<file path="config.mk">
export PLATFORM = sky130hd
export DESIGN_NAME = prs_sequencer
export DESIGN_NICKNAME = d
export VERILOG_FILES = /design/src/rtl/prs_pkg.sv /design/src/rtl/prs_sequencer.sv
export SDC_FILE = /design/constraint.sdc
export NUM_CORES = 1
export LEC_CHECK = 0
export CORE_MARGIN = 10
export CORE_UTILIZATION = 28
export DETAILED_ROUTE_END_ITERATION = 7
export DONT_BUFFER_PORTS = 1
export PLACE_DENSITY = 0.41
export SYNTH_ARGS = -nofsm -noshare
export SYNTH_HDL_FRONTEND = slang
export SYNTH_SLANG_ARGS = --single-unit
</file>
<file path="constraint.sdc">
create_clock -name sys_clk_i -period 9 [get_ports sys_clk_i]
set_input_delay 0.9 -clock sys_clk_i [delete_from_list [all_inputs] [get_ports sys_clk_i]]
set_output_delay 0.9 -clock sys_clk_i [all_outputs]
set_load 0.005 [all_outputs]
</file>
<file path="src/rtl/prs_pkg.sv">
// Package: constants and carriers for the pixel readout sequencer
package prs_pkg;

  // ==========================================================
  // Array geometry
  localparam int unsigned ARRAY_COLS = 640;
  localparam int unsigned ARRAY_ROWS = 480;
  localparam int unsigned COL_W = 10;
  localparam int unsigned ROW_W = 9;
  localparam int unsigned X_STEP = 8;
  localparam int unsigned KERNEL = 4;
  localparam int unsigned PIX_W = 10;
  localparam int unsigned OFS_W = 8;

  // ==========================================================
  // Overhead periods in master clock periods
  localparam logic [10:0] FOT_G3 = 11'd1200;
  localparam logic [10:0] FOT_G2 = 11'd624;
  localparam logic [10:0] FOT_G1 = 11'd336;
  localparam logic [10:0] FOT_G0 = 11'd192;
  localparam logic [10:0] ROT_G3 = 11'd48;
  localparam logic [10:0] ROT_G2 = 11'd32;
  localparam logic [10:0] ROT_G1 = 11'd24;
  localparam logic [10:0] ROT_G0 = 11'd20;
  localparam logic [10:0] ROT_SUB_EXTRA = 11'd8;
  localparam int unsigned OVH_W = 11;

  // ==========================================================
  // Converter latency: result at the 6th falling edge, i.e. 6 sample slots
  localparam int unsigned ADC_LAT_SLOTS = 6;
  localparam int unsigned PIPE_LEN = ADC_LAT_SLOTS * KERNEL;

  // Default offset pair giving the nominal offset step
  localparam logic [7:0] OFS_REF_RST = 8'hC8;
  localparam logic [7:0] BLK_REF_RST = 8'h00;

  // ==========================================================
  // Carriers
  typedef struct packed {
    logic [COL_W-1:0] x_start;
    logic [COL_W-1:0] width;
    logic [ROW_W-1:0] y_start;
    logic [ROW_W-1:0] lines;
    logic [1:0] readout_granularity;
    logic subsample;
  } prs_geom_s;

  typedef struct packed {
    logic valid;
    logic sof;
    logic sol;
    logic [PIX_W-1:0] data;
  } prs_pix_s;

  typedef enum logic [1:0] {
    ST_IDLE = 2'b00,
    ST_FOT = 2'b01,
    ST_ROT = 2'b10,
    ST_PIX = 2'b11
  } prs_state_e;

endpackage : prs_pkg

</file>
<file path="src/rtl/prs_sequencer.sv">
// Design: readout timing, windowing and converter multiplexing
//
// What this block does
// - Progressive 640x480 scan, line after line
// - Column window snaps to multiples of eight
// - Start column and row are loadable
// - Row step one, or two when subsampling
// - Width from count, lines from line timer
// - Four adjacent columns selected per group
// - Four converters interleaved, one pixel per clock
// - Frame equals overhead plus rows of pixels
// - Frame overhead 1200/624/336/192 by granularity
// - Row overhead 48/32/24/20 by granularity
// - Subsampling lengthens row overhead by eight
// - Every converter result is ten bits
// - Result appears six sample slots later
// - Offset equals offset minus black reference
// - Default offset fields give nominal offset
// - Subsampling reads one row, skips next
`timescale 1ns/100ps
`default_nettype none

module prs_sequencer #(
  parameter int unsigned LAT = prs_pkg::PIPE_LEN
) (
  // Clock and reset
  input wire logic sys_clk_i,
  input wire logic rst_i,
  // Configuration
  input wire logic run_i,
  input wire prs_pkg::prs_geom_s geom_i,
  input wire logic [prs_pkg::OFS_W-1:0] offset_reference_level_i,
  input wire logic [prs_pkg::OFS_W-1:0] black_reference_level_i,
  input wire logic ofs_load_i,
  // Converter side
  input wire logic [prs_pkg::KERNEL*prs_pkg::PIX_W-1:0] adc_data_i,
  output logic [prs_pkg::COL_W-1:0] sel_col_o,
  output logic [prs_pkg::ROW_W-1:0] sel_row_o,
  output logic [prs_pkg::KERNEL-1:0] adc_sample_o,
  output logic signed [prs_pkg::OFS_W:0] offset_step_o,
  // Pixel bus
  output prs_pkg::prs_pix_s pix_o,
  output logic busy_o
);

  localparam int unsigned CW = prs_pkg::COL_W;
  localparam int unsigned RW = prs_pkg::ROW_W;
  localparam int unsigned OW = prs_pkg::OVH_W;
  localparam int unsigned PW = prs_pkg::PIX_W;
  localparam int unsigned K = prs_pkg::KERNEL;
  // Row steps; subsampling reads one row and skips the next
  localparam logic [RW-1:0] ROW_STEP_FULL = RW'(1);
  localparam logic [RW-1:0] ROW_STEP_SUB = RW'(2);

  // ==========================================================
  // Sequencer state
  prs_pkg::prs_state_e state_ff, nxt_state;
  prs_pkg::prs_geom_s geom_ff, nxt_geom;
  logic [OW-1:0] ovh_cnt_ff, nxt_ovh_cnt;
  logic [CW-1:0] col_ff, nxt_col;
  logic [CW-1:0] pix_cnt_ff, nxt_pix_cnt;
  logic [RW-1:0] row_ff, nxt_row;
  logic [RW-1:0] line_cnt_ff, nxt_line_cnt;
  logic [1:0] slot_ff, nxt_slot;

  // ==========================================================
  // Overhead tables
  function automatic logic [OW-1:0] fot_of(input logic [1:0] g);
    case (g)
      2'b11: fot_of = prs_pkg::FOT_G3;
      2'b10: fot_of = prs_pkg::FOT_G2;
      2'b01: fot_of = prs_pkg::FOT_G1;
      default: fot_of = prs_pkg::FOT_G0;
    endcase
  endfunction

  function automatic logic [OW-1:0] rot_of(input logic [1:0] g, input logic sub);
    logic [OW-1:0] r;
    case (g)
      2'b11: r = prs_pkg::ROT_G3;
      2'b10: r = prs_pkg::ROT_G2;
      2'b01: r = prs_pkg::ROT_G1;
      default: r = prs_pkg::ROT_G0;
    endcase
    rot_of = sub ? r + prs_pkg::ROT_SUB_EXTRA : r;
  endfunction

  // ==========================================================
  // Window sanitising: column fields forced to multiples of eight
  prs_pkg::prs_geom_s geom_in;
  always_comb begin
    geom_in = geom_i;
    geom_in.x_start[2:0] = 3'h0;
    geom_in.width[2:0] = 3'h0;
    if (geom_in.width == '0 || geom_in.width > CW'(prs_pkg::ARRAY_COLS)) begin
      geom_in.width = CW'(prs_pkg::ARRAY_COLS);
    end
    if (geom_in.lines == '0 || geom_in.lines > RW'(prs_pkg::ARRAY_ROWS)) begin
      geom_in.lines = RW'(prs_pkg::ARRAY_ROWS);
    end
  end

  // ==========================================================
  // Window end detection
  logic last_pix;
  logic last_line;
  logic [RW-1:0] row_step;
  assign last_pix = (pix_cnt_ff == geom_ff.width - CW'(1));
  assign last_line = (line_cnt_ff == geom_ff.lines - RW'(1));
  // No wrap: start row plus lines times step must stay inside the array
  assign row_step = geom_ff.subsample ? ROW_STEP_SUB : ROW_STEP_FULL;

  always_comb begin
    nxt_state = state_ff;
    nxt_geom = geom_ff;
    nxt_ovh_cnt = ovh_cnt_ff;
    nxt_col = col_ff;
    nxt_pix_cnt = pix_cnt_ff;
    nxt_row = row_ff;
    nxt_line_cnt = line_cnt_ff;
    nxt_slot = slot_ff;
    case (state_ff)
      prs_pkg::ST_IDLE: begin
        if (run_i) begin
          nxt_geom = geom_in;
          nxt_ovh_cnt = fot_of(geom_in.readout_granularity) - OW'(1);
          nxt_state = prs_pkg::ST_FOT;
        end
      end
      prs_pkg::ST_FOT: begin
        if (ovh_cnt_ff == '0) begin
          nxt_row = geom_ff.y_start;
          nxt_line_cnt = '0;
          nxt_ovh_cnt = rot_of(geom_ff.readout_granularity, geom_ff.subsample) - OW'(1);
          nxt_state = prs_pkg::ST_ROT;
        end else begin
          nxt_ovh_cnt = ovh_cnt_ff - OW'(1);
        end
      end
      prs_pkg::ST_ROT: begin
        if (ovh_cnt_ff == '0) begin
          nxt_col = geom_ff.x_start;
          nxt_pix_cnt = '0;
          nxt_slot = '0;
          nxt_state = prs_pkg::ST_PIX;
        end else begin
          nxt_ovh_cnt = ovh_cnt_ff - OW'(1);
        end
      end
      prs_pkg::ST_PIX: begin
        nxt_pix_cnt = pix_cnt_ff + CW'(1);
        nxt_slot = slot_ff + 2'h1;
        if (slot_ff == 2'(K - 1)) begin
          nxt_col = col_ff + CW'(K);
        end
        if (last_pix) begin
          if (last_line) begin
            nxt_state = prs_pkg::ST_IDLE;
          end else begin
            nxt_row = row_ff + row_step;
            nxt_line_cnt = line_cnt_ff + RW'(1);
            nxt_ovh_cnt = rot_of(geom_ff.readout_granularity, geom_ff.subsample) - OW'(1);
            nxt_state = prs_pkg::ST_ROT;
          end
        end
      end
      default: nxt_state = prs_pkg::ST_IDLE;
    endcase
  end

  always_ff @(posedge sys_clk_i or posedge rst_i) begin
    if (rst_i) begin
      state_ff <= prs_pkg::ST_IDLE;
      geom_ff <= '0;
      ovh_cnt_ff <= '0;
      col_ff <= '0;
      pix_cnt_ff <= '0;
      row_ff <= '0;
      line_cnt_ff <= '0;
      slot_ff <= '0;
    end else begin
      state_ff <= nxt_state;
      geom_ff <= nxt_geom;
      ovh_cnt_ff <= nxt_ovh_cnt;
      col_ff <= nxt_col;
      pix_cnt_ff <= nxt_pix_cnt;
      row_ff <= nxt_row;
      line_cnt_ff <= nxt_line_cnt;
      slot_ff <= nxt_slot;
    end
  end

  // ==========================================================
  // Sample strobes, one converter per slot: each runs at a quarter rate
  logic [K-1:0] nxt_sample;
  logic [PW-1:0] lane_data [K];
  logic sol_mark;
  logic sof_mark;
  assign sol_mark = (state_ff == prs_pkg::ST_PIX) && (pix_cnt_ff == '0);
  assign sof_mark = sol_mark && (line_cnt_ff == '0);

  genvar gi;
  generate
    for (gi = 0; gi < K; gi++) begin : g_strobe
      assign nxt_sample[gi] = (state_ff == prs_pkg::ST_PIX) && (slot_ff == 2'(gi));
      assign lane_data[gi] = adc_data_i[gi*PW +: PW];
    end
  endgenerate

  // ==========================================================
  // Converter pipeline: tag tracks each sample until its result is due
  // Depth fixes the latency; a slower converter needs a larger LAT
  logic [LAT-1:0] vld_pipe_ff, nxt_vld_pipe;
  logic [LAT-1:0] sol_pipe_ff, nxt_sol_pipe;
  logic [LAT-1:0] sof_pipe_ff, nxt_sof_pipe;
  logic [2*LAT-1:0] slot_pipe_ff, nxt_slot_pipe;
  logic [1:0] out_slot;

  always_comb begin
    nxt_vld_pipe = {vld_pipe_ff[LAT-2:0], state_ff == prs_pkg::ST_PIX};
    nxt_sol_pipe = {sol_pipe_ff[LAT-2:0], sol_mark};
    nxt_sof_pipe = {sof_pipe_ff[LAT-2:0], sof_mark};
    nxt_slot_pipe = {slot_pipe_ff[2*LAT-3:0], slot_ff};
  end

  assign out_slot = slot_pipe_ff[2*LAT-1 -: 2];

  // ==========================================================
  // Output mux, one converter lane per clock
  prs_pkg::prs_pix_s nxt_pix;
  always_comb begin
    nxt_pix.valid = vld_pipe_ff[LAT-1];
    nxt_pix.sol = sol_pipe_ff[LAT-1];
    nxt_pix.sof = sof_pipe_ff[LAT-1];
    nxt_pix.data = vld_pipe_ff[LAT-1] ? lane_data[out_slot] : '0;
  end

  // ==========================================================
  // Offset: the difference of the two reference codes, signed
  logic [prs_pkg::OFS_W-1:0] ofs_ref_ff, nxt_ofs_ref;
  logic [prs_pkg::OFS_W-1:0] blk_ref_ff, nxt_blk_ref;
  logic signed [prs_pkg::OFS_W:0] nxt_offset_step;
  always_comb begin
    nxt_ofs_ref = ofs_load_i ? offset_reference_level_i : ofs_ref_ff;
    nxt_blk_ref = ofs_load_i ? black_reference_level_i : blk_ref_ff;
    nxt_offset_step = $signed({1'b0, ofs_ref_ff}) - $signed({1'b0, blk_ref_ff});
  end

  // Codes reload at any time; the step follows one clock behind them
  always_ff @(posedge sys_clk_i or posedge rst_i) begin
    if (rst_i) begin
      ofs_ref_ff <= prs_pkg::OFS_REF_RST;
      blk_ref_ff <= prs_pkg::BLK_REF_RST;
      offset_step_o <= '0;
    end else begin
      ofs_ref_ff <= nxt_ofs_ref;
      blk_ref_ff <= nxt_blk_ref;
      offset_step_o <= nxt_offset_step;
    end
  end

  // ==========================================================
  // Output registers, straight to the ports
  logic [CW-1:0] nxt_sel_col;
  logic [RW-1:0] nxt_sel_row;
  logic nxt_busy;
  always_comb begin
    nxt_sel_col = col_ff;
    nxt_sel_row = row_ff;
    nxt_busy = (nxt_state != prs_pkg::ST_IDLE);
  end

  always_ff @(posedge sys_clk_i or posedge rst_i) begin
    if (rst_i) begin
      vld_pipe_ff <= '0;
      sol_pipe_ff <= '0;
      sof_pipe_ff <= '0;
      slot_pipe_ff <= '0;
      pix_o <= '0;
      sel_col_o <= '0;
      sel_row_o <= '0;
      adc_sample_o <= '0;
      busy_o <= 1'b0;
    end else begin
      vld_pipe_ff <= nxt_vld_pipe;
      sol_pipe_ff <= nxt_sol_pipe;
      sof_pipe_ff <= nxt_sof_pipe;
      slot_pipe_ff <= nxt_slot_pipe;
      pix_o <= nxt_pix;
      sel_col_o <= nxt_sel_col;
      sel_row_o <= nxt_sel_row;
      adc_sample_o <= nxt_sample;
      busy_o <= nxt_busy;
    end
  end

endmodule // prs_sequencer

`default_nettype wire

</file>
==> impl_metrics.env, run 1 <==
export IMPL_status="complete, no violations"
export IMPL_switching_share_pct=30.58
export IMPL_synth_common_cells="dfrtp_1 (263), nand2_1 (109), o21ai_0 (65)"
export IMPL_power_density_nw_per_um2=318.0
export IMPL_cts_resized=0
export IMPL_drtAntennaViolNets=0
export IMPL_port_buffers=0
export IMPL_fp_dieH_um=214.6
export IMPL_hold_viol=0
export IMPL_vias_per_cell=4.533
export IMPL_dieWidth_um=214.6
export IMPL_grt_max_degree=139
export IMPL_synthToLayoutAreaGrowth_pct=15.54
export IMPL_std_cell_rows=71
export IMPL_internal_power_w=0.002704
export IMPL_worst_slew_margin_rel_pct=33.41
export IMPL_avgSynthCellArea_um2=11.71
export IMPL_r2r_slack_ns=5.40
export IMPL_post_route_period_util_pct=39.96
export IMPL_ctsHoldBuffers=0
export IMPL_slowest_delay_ns=0.74
export IMPL_cts_num_sinks=266
export IMPL_overflow=0
export IMPL_cts_setup_buffers=0
export IMPL_io_pins=147
export IMPL_r2r_cells=9
export IMPL_cts_made_buffers=31
export IMPL_synth_area_um2=10600
export IMPL_cp_start_kind="flop"
export IMPL_critPathArrivalTime_ns=4.05
export IMPL_wirelength_mm=23.49
export IMPL_hpwl_mm=16.08
export IMPL_yosysTopAreaCell="dfrtp_1"
export IMPL_ctsLongestPathBuffers=3
export IMPL_hold_slack_ns=0.3450
export IMPL_switching_power_w=0.001191
export IMPL_num_antenna_cells=0
export IMPL_die_area_um2=46040
export IMPL_worst_r2r_endpoint="ovh_cnt_ff[8]"
export IMPL_grt_pass1_vias=6835
export IMPL_root_buffer="clkbuf_16"
export IMPL_drt_iter0_markers=420
export IMPL_synth_seq_cells=266
export IMPL_endpoint_kind="flop"
export IMPL_initial_utilization_pct=28.28
export IMPL_crit_slowest_cell="nor2_1"
export IMPL_vias=6559
export IMPL_firstDrtPassIters=7
export IMPL_synth_area_top_cells="dfrtp_1 (62%), ha_1 (3.9%), nand2_1 (3.9%), o21ai_0 (3.1%), a21oi_1 (2.2%)"
export IMPL_synthFlopType="dfrtp_1"
export IMPL_path_clk_slew_ns=0.06
export IMPL_antenna_found_initial=0
export IMPL_synth_top_cell_area_share_pct=62.08
export IMPL_cp_startpoint="geom_ff[3]"
export IMPL_critPathCapture="ovh_cnt_ff[8]"
export IMPL_cts_tree="built"
export IMPL_cts_htree_levels=1
export IMPL_power_share_combinational_pct=20.7
export IMPL_rsz0062_at_grt="false"
export IMPL_r2r_start="geom_ff[3]"
export IMPL_hp_class="flop to flop"
export IMPL_final_cell_area_um2=12250
export IMPL_crit_fanout=11
export IMPL_synth_cell_type_count=69
export IMPL_synth_most_common_cell="dfrtp_1"
export IMPL_dpl_instance_area_um2=11160
export IMPL_final_setup_viol_count=0
export IMPL_min_period_ns=3.596
export IMPL_drc=0
export IMPL_critical_path_class="flop to flop"
export IMPL_routedWlPerCell_um=16.24
export IMPL_peakVddDrop_v=0.0001942
export IMPL_core_um2=37490
export IMPL_leakage_nw=5.563
export IMPL_max_freq_mhz=278.1
export IMPL_clock_latency_ns=0.57
export IMPL_worst_pin_slew_ns=0.9965
export IMPL_place_congestion=0.7713
export IMPL_drive_gt1_share_pct=10.90
export IMPL_grt_pass1_wl_mm=38.65
export IMPL_fin_setup_tns_ns=0
export IMPL_cp_required_ns=9.46
export IMPL_timing_critical_path_cells="inv_1 -> ha_1 -> nor3b_1 -> nand3_1 -> a2111oi_0 -> o2111ai_1 -> nor2_1 -> or3_4 -> mux2_2"
export IMPL_p_seq_share_pct=45.9
export IMPL_syn_instance_count=905
export IMPL_track_usage_pct=10.14
export IMPL_final_max_slew_violation_count=0
export IMPL_final_util_pct=32.67
export IMPL_seq_area_frac_synth_pct=62.82
export IMPL_synth_warning_count=0
export IMPL_synth_edf_count=0
export IMPL_p_clk_share_pct=33.4
export IMPL_nets=1049
export IMPL_fin_skew_ns=0.01108
export IMPL_max_cap_violations=0
export IMPL_postSynth_asyncResetShare_pct=100.0
area by class of cell:
cell class	count	area [um2]
Clock inverter	12	162.7
Multi-Input combinational cell	558	3611
Inverter	47	183.9
Tap cell	511	639.4
Timing Repair Buffer	9	67.56
Fill cell	3827	25240
Sequential cell	266	6660
Clock buffer	44	924.6
stage by stage:
stage	std cells	setup WS [ns]	total power, W
finish	1447	5.404	0.003895
global route	1447	5.177	0.004173
CTS	1447	5.363	0.003978
detailed placement	1391	5.376	0.002634
global placement	1391	5.360	0.002617
floorplan	906	0.7797	0.002389
layer usage:
metal	GRT usage [%]	share of wire, %	vias up
met3	2.990	6.3	32
li1	-	-	3140
met2	15.76	45	156
met5	0	0	-
met1	13.54	46	3231
met4	2.576	2.0	0
power groups by stage:
stage / combinational [W] / sequential [W] / clock [W]
after detailed placement: 0.000812 / 0.00182 / 0
final: 0.000807 / 0.00179 / 0.00130
after floorplan: 0.000677 / 0.00171 / 0
after CTS: 0.000819 / 0.00180 / 0.00136
after global placement: 0.000802 / 0.00182 / 0
after global routing: 0.000927 / 0.00184 / 0.00140
state kept, by name, indices dropped and copies added (netlist names), 9 cells and up:
signal and flops:
offset_step_o 9, slot_pipe_ff 48, pix_o 13, sof_pipe_ff 24, vld_pipe_ff 24, pix_cnt_ff 10
line_cnt_ff 9, sol_pipe_ff 24, geom_ff 35, ovh_cnt_ff 11, sel_row_o 9, nxt_sel_row 9
how the worst min path moves through the flow:
stage / from / to / slack, ns / cells after the start
after detailed placement: slot_pipe_ff[8] / slot_pipe_ff[10] / 0.33 / 0
after global placement: sol_pipe_ff[23] / pix_o[10] / 0.33 / 0
final: sol_pipe_ff[22] / sol_pipe_ff[23] / 0.35 / 0
after global routing: sol_pipe_ff[23] / pix_o[10] / 0.35 / 0
after floorplan: sol_pipe_ff[23] / pix_o[10] / 0.33 / 0
after CTS: slot_pipe_ff[8] / slot_pipe_ff[10] / 0.34 / 0
layout by cell type, fill, tap and decap left out, types with 4 or more instances in the layout:
master     netlist  routed
a2bb2oi_1        4       4
clkinv_2         0       4
a31oi_1          4       4
xor2_1          15      15
and3_1           8       8
o41ai_1          6       6
mux2_2           9       9
clkbuf_16        0      31
nor4_1           8       8
or3_1           12      12
nand3_1         17      17
ha_1            33      33
nand2b_1         6       6
or2_2            6       6
nor3b_1          4       4
or4_1            4       4
nand4_1          9       9
a21oi_1         47      47
and2_1          15      15
clkbuf_8         0      10
nor3_1          18      18
o211ai_1         5       5
dfrtp_1        263     263
o22ai_1          9       9
nor2b_1          8       8
buf_4            2       9
nor2_1          51      51
mux4_2          10      10
xnor2_1         17      17
nand2_1        109     109
o31ai_1          6       6
inv_1           47      46
o21ai_0         65      65
a22o_1           4       4
kinds of logic (layout without fill, tap and decap cells):
| family | after synthesis | after routing | share of synthesized area (%) |
|---|---|---|---|
| DFF | 266 | 266 | 62.82 |
| buffers and inverters | 82 | 112 | 3.151 |
| adders and majority gates | 35 | 35 | 4.272 |
| other | 1 | 2 | 0.03537 |
| xor gates and xnor gates | 32 | 32 | 2.644 |
| and+or+nand+nor | 289 | 289 | 13.32 |
| AOI/OAI and AO/OA | 176 | 176 | 10.06 |
| muxes | 24 | 24 | 3.694 |
worst max-delay path: cells and delay by family (launching register included):
kind                     cells  cell delay [ns]
buffers and inverters        1             0.10
AO/OA/AOI/OAI                2             0.73
adder cells (fa/ha/maj)      1             0.21
flip-flops                   1             0.41
multiplexers                 1             0.35
AND/OR/NAND/NOR              4             1.67
Power figures use the tool's default switching activity.
==> inputs of run 2 (changes only) <==
--- a/config.mk
+++ b/config.mk
@@ -5,6 +5,7 @@
 export SDC_FILE = /design/constraint.sdc
 export NUM_CORES = 1
 export LEC_CHECK = 0
+export ABC_AREA = 1
 export CORE_MARGIN = 10
 export CORE_UTILIZATION = 28
 export DETAILED_ROUTE_END_ITERATION = 7
==> constraint.sdc (replaced) <==
create_clock -name sys_clk_i -period 3.7 [get_ports sys_clk_i]
set_input_delay 0.37 -clock sys_clk_i [delete_from_list [all_inputs] [get_ports sys_clk_i]]
set_output_delay 0.37 -clock sys_clk_i [all_outputs]
set_load 0.005 [all_outputs]
==> impl_metrics.env, run 2 <==
export IMPL_synth_most_common_cell="nand2_1"
export IMPL_hp_class="input pin to flop"
export IMPL_drtAntennaViolNets=0
export IMPL_multiInputGateArea_um2=3885
export IMPL_post_route_period_util_pct=69.21
export IMPL_crit_fanout=12
export IMPL_avgSynthCellArea_um2=9.524
export IMPL_setup_ws_ns=1.139
export IMPL_core_um2=39550
export IMPL_peakVddDrop_v=0.0002930
export IMPL_firstDrtPassIters=4
export IMPL_largest_reg_flops=48
export IMPL_yosysTopAreaCell="dfrtp_1"
export IMPL_nets=1369
export IMPL_min_period_ns=2.561
export IMPL_final_cell_mix="nand2_1 (296), dfrtp_1 (263), nor2_1 (117)"
export IMPL_wirelength_mm=27.05
export IMPL_fin_setup_tns_ns=0
export IMPL_synthMuxAreaShare_pct=0.7062
export IMPL_final_common_cell="nand2_1"
export IMPL_synth_edf_count=0
export IMPL_grt_max_degree=164
export IMPL_max_freq_mhz=390.5
export IMPL_syn_instance_count=1172
export IMPL_fin_skew_ns=0.02268
export IMPL_regArea_um2=6660
export IMPL_cts_made_buffers=34
export IMPL_final_setup_viol_count=0
export IMPL_initial_utilization_pct=28.22
export IMPL_synth_cell_type_count=45
export IMPL_synthAdderAreaFrac_pct=4.058
export IMPL_std_cell_rows=73
export IMPL_power_total_w=0.009279
export IMPL_hpwl_mm=18.27
export IMPL_max_cap_violations=0
export IMPL_vias=7776
export IMPL_worst_pin_slew_ns=1.028
export IMPL_synth_xor_area_share_pct=2.511
export IMPL_place_congestion=0.7864
export IMPL_synth_simple_area_share_pct=21.53
export IMPL_grt_pass1_vias=7836
export IMPL_postSynth_asyncResetShare_pct=100.0
export IMPL_overflow=0
export IMPL_synth_area_top_cells="dfrtp_1 (59%), nand2_1 (10%), nor2_1 (3.9%), ha_1 (3.7%), inv_1 (3.6%)"
export IMPL_dieWidth_um=219.7
export IMPL_die_area_um2=48250
export IMPL_status="complete, no violations"
export IMPL_fp_dieH_um=219.7
export IMPL_synth_area_um2=11160
export IMPL_regMostFlops="slot_pipe_ff"
export IMPL_synthToLayoutAreaGrowth_pct=19.83
export IMPL_path_clk_slew_ns=0.06
export IMPL_hold_viol=0
export IMPL_root_buffer="clkbuf_16"
export IMPL_endpoint_kind="flop"
export IMPL_cts_resized=0
export IMPL_antenna_found_initial=1
export IMPL_worst_slew_margin_rel_pct=31.43
export IMPL_critical_path_class="flop to flop"
export IMPL_synth_seq_cells=266
export IMPL_port_buffers=0
export IMPL_post_place_ws_ns=1.134
export IMPL_synth_warning_count=0
export IMPL_cts_num_sinks=266
export IMPL_seq_area_frac_synth_pct=59.67
export IMPL_grt_pass1_wl_mm=43.85
export IMPL_synth_common_cells="nand2_1 (296), dfrtp_1 (263), nor2_1 (117)"
export IMPL_synth_top_cell_area_share_pct=58.96
export IMPL_ctsLongestPathBuffers=3
export IMPL_fill_cells=4056
export IMPL_rsz0062_at_grt="false"
export IMPL_clock_latency_ns=0.53
export IMPL_cp_start_kind="flop"
export IMPL_cts_htree_levels=2
export IMPL_synth_compound_area_share_pct=5.885
export IMPL_vias_per_cell=4.361
export IMPL_synth_top_family_by_area="simple AND/OR/NAND/NOR gates"
export IMPL_final_max_slew_violation_count=0
export IMPL_track_usage_pct=11.40
export IMPL_synthFlopType="dfrtp_1"
export IMPL_drc=0
export IMPL_top_regs="slot_pipe_ff (48), geom_ff (35)"
export IMPL_leakage_nw=6.507
export IMPL_critPathArrivalTime_ns=2.97
export IMPL_drive_gt1_share_pct=8.917
export IMPL_cp_required_ns=4.11
export IMPL_io_pins=147
export IMPL_hold_slack_ns=0.04155
export IMPL_routedWlPerCell_um=15.17
export IMPL_power_density_nw_per_um2=693.7
export IMPL_final_util_pct=33.82
export IMPL_cts_tree="built"
export IMPL_drt_iter0_markers=378
run 2: changes by cell type in the layout (fill, tap and decap cells not counted), moves of 11 or more:
cell / delta
nand4_1: +12
nand3_1: +61
inv_1: +61
dlygate4sd3_1: +49
a21oi_1: -14
and2_1: -15
nand2_1: +187
nor2_1: +66
or3_1: -11
run 2: metrics by stage:
step	cell area (um2)	std cells
after floorplan	11170	1173
final	13380	1783
after detailed placement	11720	1673
after global routing	13370	1782
after CTS	13370	1781
after global placement	11720	1673
run 2: area by class of cell:
class	count	share of cell area (%)
Sequential cell	266	49.79
Multi-Input combinational cell	756	29.05
Clock buffer	41	7.016
Tap cell	525	4.911
Timing Repair Buffer	57	4.210
Inverter	118	3.349
Clock inverter	18	1.637
Antenna cell	2	0.03742
run 2: worst paths after layout:
path / to / startpoint / slack (ns) / cells past startpoint
worst max-delay path: ovh_cnt_ff[10] / geom_ff[24] / 1.14 / 13
worst min-delay path: pix_o[5] / adc_data_i[35] / 0.04 / 2
worst max register to register: ovh_cnt_ff[10] / geom_ff[24] / 1.14 / 13
worst min register to register: slot_pipe_ff[15] / slot_pipe_ff[13] / 0.33 / 0
max in group asynchronous: ovh_cnt_ff[10] / rst_i / 2.31 / 3
min in group asynchronous: blk_ref_ff[1] / rst_i / 0.52 / 3
run 2: power by group:
group	switching (W)	internal (W)
Combinational	0.00110	0.000550
Clock	0.00128	0.00209
Sequential	0.000470	0.00379
Total	0.00285	0.00643
run 2: layer usage:
metal / track usage, % / part of all wire, % / up-vias
met5: 0 / 0 / -
met4: 3.675 / 2.3 / 0
met3: 3.030 / 6.1 / 41
met2: 17.11 / 43 / 170
met1: 15.68 / 48 / 3709
li1: - / - / 3856
run 2: worst max-delay path, stage by stage (launching register included):
cell,delay (ns)
dfrtp_1,0.38
inv_1,0.08
ha_1,0.31
nor2_1,0.04
nor2_1,0.08
nand2_1,0.05
nor2_1,0.15
nand2_1,0.08
nor2_1,0.26
nand3_2,0.17
a21oi_4,0.40
nand2_2,0.26
nand2_1,0.13
nand2_1,0.06
run 2: logic make-up (layout without fill, tap and decap cells):
group	Yosys count	in the layout
AND/OR/NAND/NOR	559	559
flip-flops	266	266
buffers and inverters	151	234
AO/OA/AOI/OAI	121	121
adder cells (fa/ha/maj)	35	35
XOR/XNOR	32	32
multiplexers	7	7
other	1	4
run 2: repair_timing:
| item | CTS | global route |
|---|---|---|
| buffers inserted | 0 | 0 |
| hold buffers | 49 | 0 |
| endpoints found under the hold margin | 85 | 0 |
==> inputs of run 3 (changes only) <==
--- a/config.mk
+++ b/config.mk
@@ -5,7 +5,7 @@
 export SDC_FILE = /design/constraint.sdc
 export NUM_CORES = 1
 export LEC_CHECK = 0
-export ABC_AREA = 1
+export ABC_AREA = 0
 export CORE_MARGIN = 10
 export CORE_UTILIZATION = 28
 export DETAILED_ROUTE_END_ITERATION = 7
==> constraint.sdc (replaced) <==
create_clock -name sys_clk_i -period 2.62 [get_ports sys_clk_i]
set_input_delay 0.262 -clock sys_clk_i [delete_from_list [all_inputs] [get_ports sys_clk_i]]
set_output_delay 0.262 -clock sys_clk_i [all_outputs]
set_load 0.005 [all_outputs]
==> impl_metrics.env, run 3 (synthesized netlist as in run 1, its figures left out) <==
export IMPL_hold_slack_ns=0.04122
export IMPL_post_route_period_util_pct=101.1
export IMPL_top_regs="slot_pipe_ff (48), geom_ff (35)"
export IMPL_clock_latency_ns=0.58
export IMPL_grt_pass1_wl_mm=41.45
export IMPL_placed_cells=1450
export IMPL_largest_reg_flops=48
export IMPL_hp_class="input pin to flop"
export IMPL_regMostFlops="slot_pipe_ff"
export IMPL_crit_family="simple AND/OR/NAND/NOR gates"
export IMPL_max_cap_violations=0
export IMPL_worst_pin_slew_ns=0.9143
export IMPL_power_density_nw_per_um2=1032
export IMPL_vias_per_cell=4.453
export IMPL_cts_tree="built"
export IMPL_overflow=0
export IMPL_timing_critical_path_cells="inv_2 -> ha_4 -> or3b_4 -> or4_4 -> nand2_2 -> nand4_1 -> and2_4 -> or3_4 -> mux2_4"
export IMPL_grt_pass1_vias=7631
export IMPL_std_cell_rows=71
export IMPL_critical_path_class="flop to flop"
export IMPL_crit_slowest_cell="or3_4"
export IMPL_cts_made_buffers=30
export IMPL_cts_htree_levels=1
export IMPL_final_cell_mix="dfrtp_1 (263), nand2_1 (108), buf_4 (77)"
export IMPL_endpoint_kind="flop"
export IMPL_cp_required_ns=3.08
export IMPL_min_period_ns=2.649
export IMPL_power_total_w=0.01416
export IMPL_fin_skew_ns=0.02378
export IMPL_place_congestion=0.7291
export IMPL_worst_slew_margin_rel_pct=38.85
export IMPL_core_um2=37490
export IMPL_hold_viol=0
export IMPL_peakVddDrop_v=0.0004009
export IMPL_final_setup_viol_count=4
export IMPL_dieWidth_um=214.6
export IMPL_fill_cells=3704
export IMPL_leakage_nw=6.260
export IMPL_drtAntennaViolNets=0
export IMPL_vias=7084
export IMPL_ctsLongestPathBuffers=3
export IMPL_cp_num_buf_inv=1
export IMPL_final_max_slew_violation_count=0
export IMPL_final_cells=1591
export IMPL_nets=1192
export IMPL_track_usage_pct=10.80
export IMPL_status="finished with violations"
export IMPL_port_buffers=0
export IMPL_final_common_cell="dfrtp_1"
export IMPL_wirelength_mm=24.76
export IMPL_drc=0
export IMPL_hpwl_mm=16.76
export IMPL_cp_start_kind="flop"
export IMPL_num_antenna_cells=0
export IMPL_io_pins=147
export IMPL_initial_utilization_pct=28.28
export IMPL_grt_max_degree=110
export IMPL_cts_num_sinks=266
export IMPL_rsz0062_at_grt="true"
export IMPL_max_freq_mhz=377.4
export IMPL_crit_fanout=7
export IMPL_die_area_um2=46040
export IMPL_synthToLayoutAreaGrowth_pct=29.41
export IMPL_drive_gt1_share_pct=18.61
export IMPL_firstDrtPassIters=4
export IMPL_fin_setup_tns_ns=-0.09038
export IMPL_setup_ws_ns=-0.02946
export IMPL_fp_dieH_um=214.6
export IMPL_root_buffer="clkbuf_16"
export IMPL_routedWlPerCell_um=15.56
export IMPL_path_clk_slew_ns=0.06
export IMPL_violations="negative setup slack"
export IMPL_slowest_delay_ns=0.45
export IMPL_critPathArrivalTime_ns=3.11
export IMPL_drt_iter0_markers=372
export IMPL_antenna_found_initial=0
export IMPL_post_place_ws_ns=-0.1784
==> run 3: cell types whose count changed in the layout (fill, tap and decap cells not counted), moves of 9 or more <==
cell and delta:
o21ai_0 -9, nand3_1 -61, nand2_1 -188, dlygate4sd3_1 +23, mux4_2 +10, nor2_1 -67, nand4_1 -12, a21oi_1 +10
buf_4 +70, inv_1 -63, and2_1 +15, or3_1 +11
==> run 3: final timing paths <==
check | start | to | slack (ns) | cells after the start
worst max-delay path | geom_ff[25] | ovh_cnt_ff[0] | -0.03 | 9
worst min-delay path | adc_data_i[3] | pix_o[3] | 0.04 | 2
worst max register to register | geom_ff[25] | ovh_cnt_ff[0] | -0.03 | 9
worst min register to register | vld_pipe_ff[4] | vld_pipe_ff[5] | 0.33 | 0
max in group asynchronous | rst_i | vld_pipe_ff[4] | 1.75 | 3
min in group asynchronous | rst_i | sel_col_o[8] | 0.33 | 3
==> run 3: cell type report <==
class | count | area (um2) | area share (%)
inverter | 47 | 180.2 | 1.313
multi-input combinational | 558 | 3785 | 27.59
clock inverter | 14 | 209.0 | 1.523
tap | 511 | 639.4 | 4.660
clock buffer | 42 | 875.8 | 6.384
timing repair buffer | 153 | 1370 | 9.986
sequential | 266 | 6660 | 48.55
==> run 3: worst reg2reg max path, stage by stage, from the launching register on <==
cell     delay [ns]
dfrtp_1        0.38
inv_2          0.08
ha_4           0.13
or3b_4         0.40
or4_4          0.44
nand2_2        0.08
nand4_1        0.11
and2_4         0.17
or3_4          0.45
mux2_4         0.32
==> run 3: repair_timing <==
action                     4_1_cts  5_1_grt
gates resized for setup         13       19
pin swaps                        8       16
gates cloned                     0        0
buffers inserted                 5        8
setup endpoints to repair       26       27
hold buffers                    72        0
hold endpoints to repair       322        0
==> run 3: power breakdown <==
part           internal, W  switching [W]
clock              0.00273        0.00172
sequential         0.00529       0.000766
combinational      0.00186        0.00179
==> run 3: through the flow <==
step | util (%) | area [um2]
global placement | 31.12 | 11670
global route | 36.60 | 13720
finish | 36.60 | 13720
CTS | 36.20 | 13570
detailed placement | 31.12 | 11670
floorplan | - | 10650
==> run 3: per-layer routing <==
layer	wire length (um)	global-route usage, %	vias up
met5	0	0	-
met4	600	2.954	0
met3	1341	2.821	38
met2	11350	17.06	155
met1	11470	14.36	3463
li1	-	-	3428
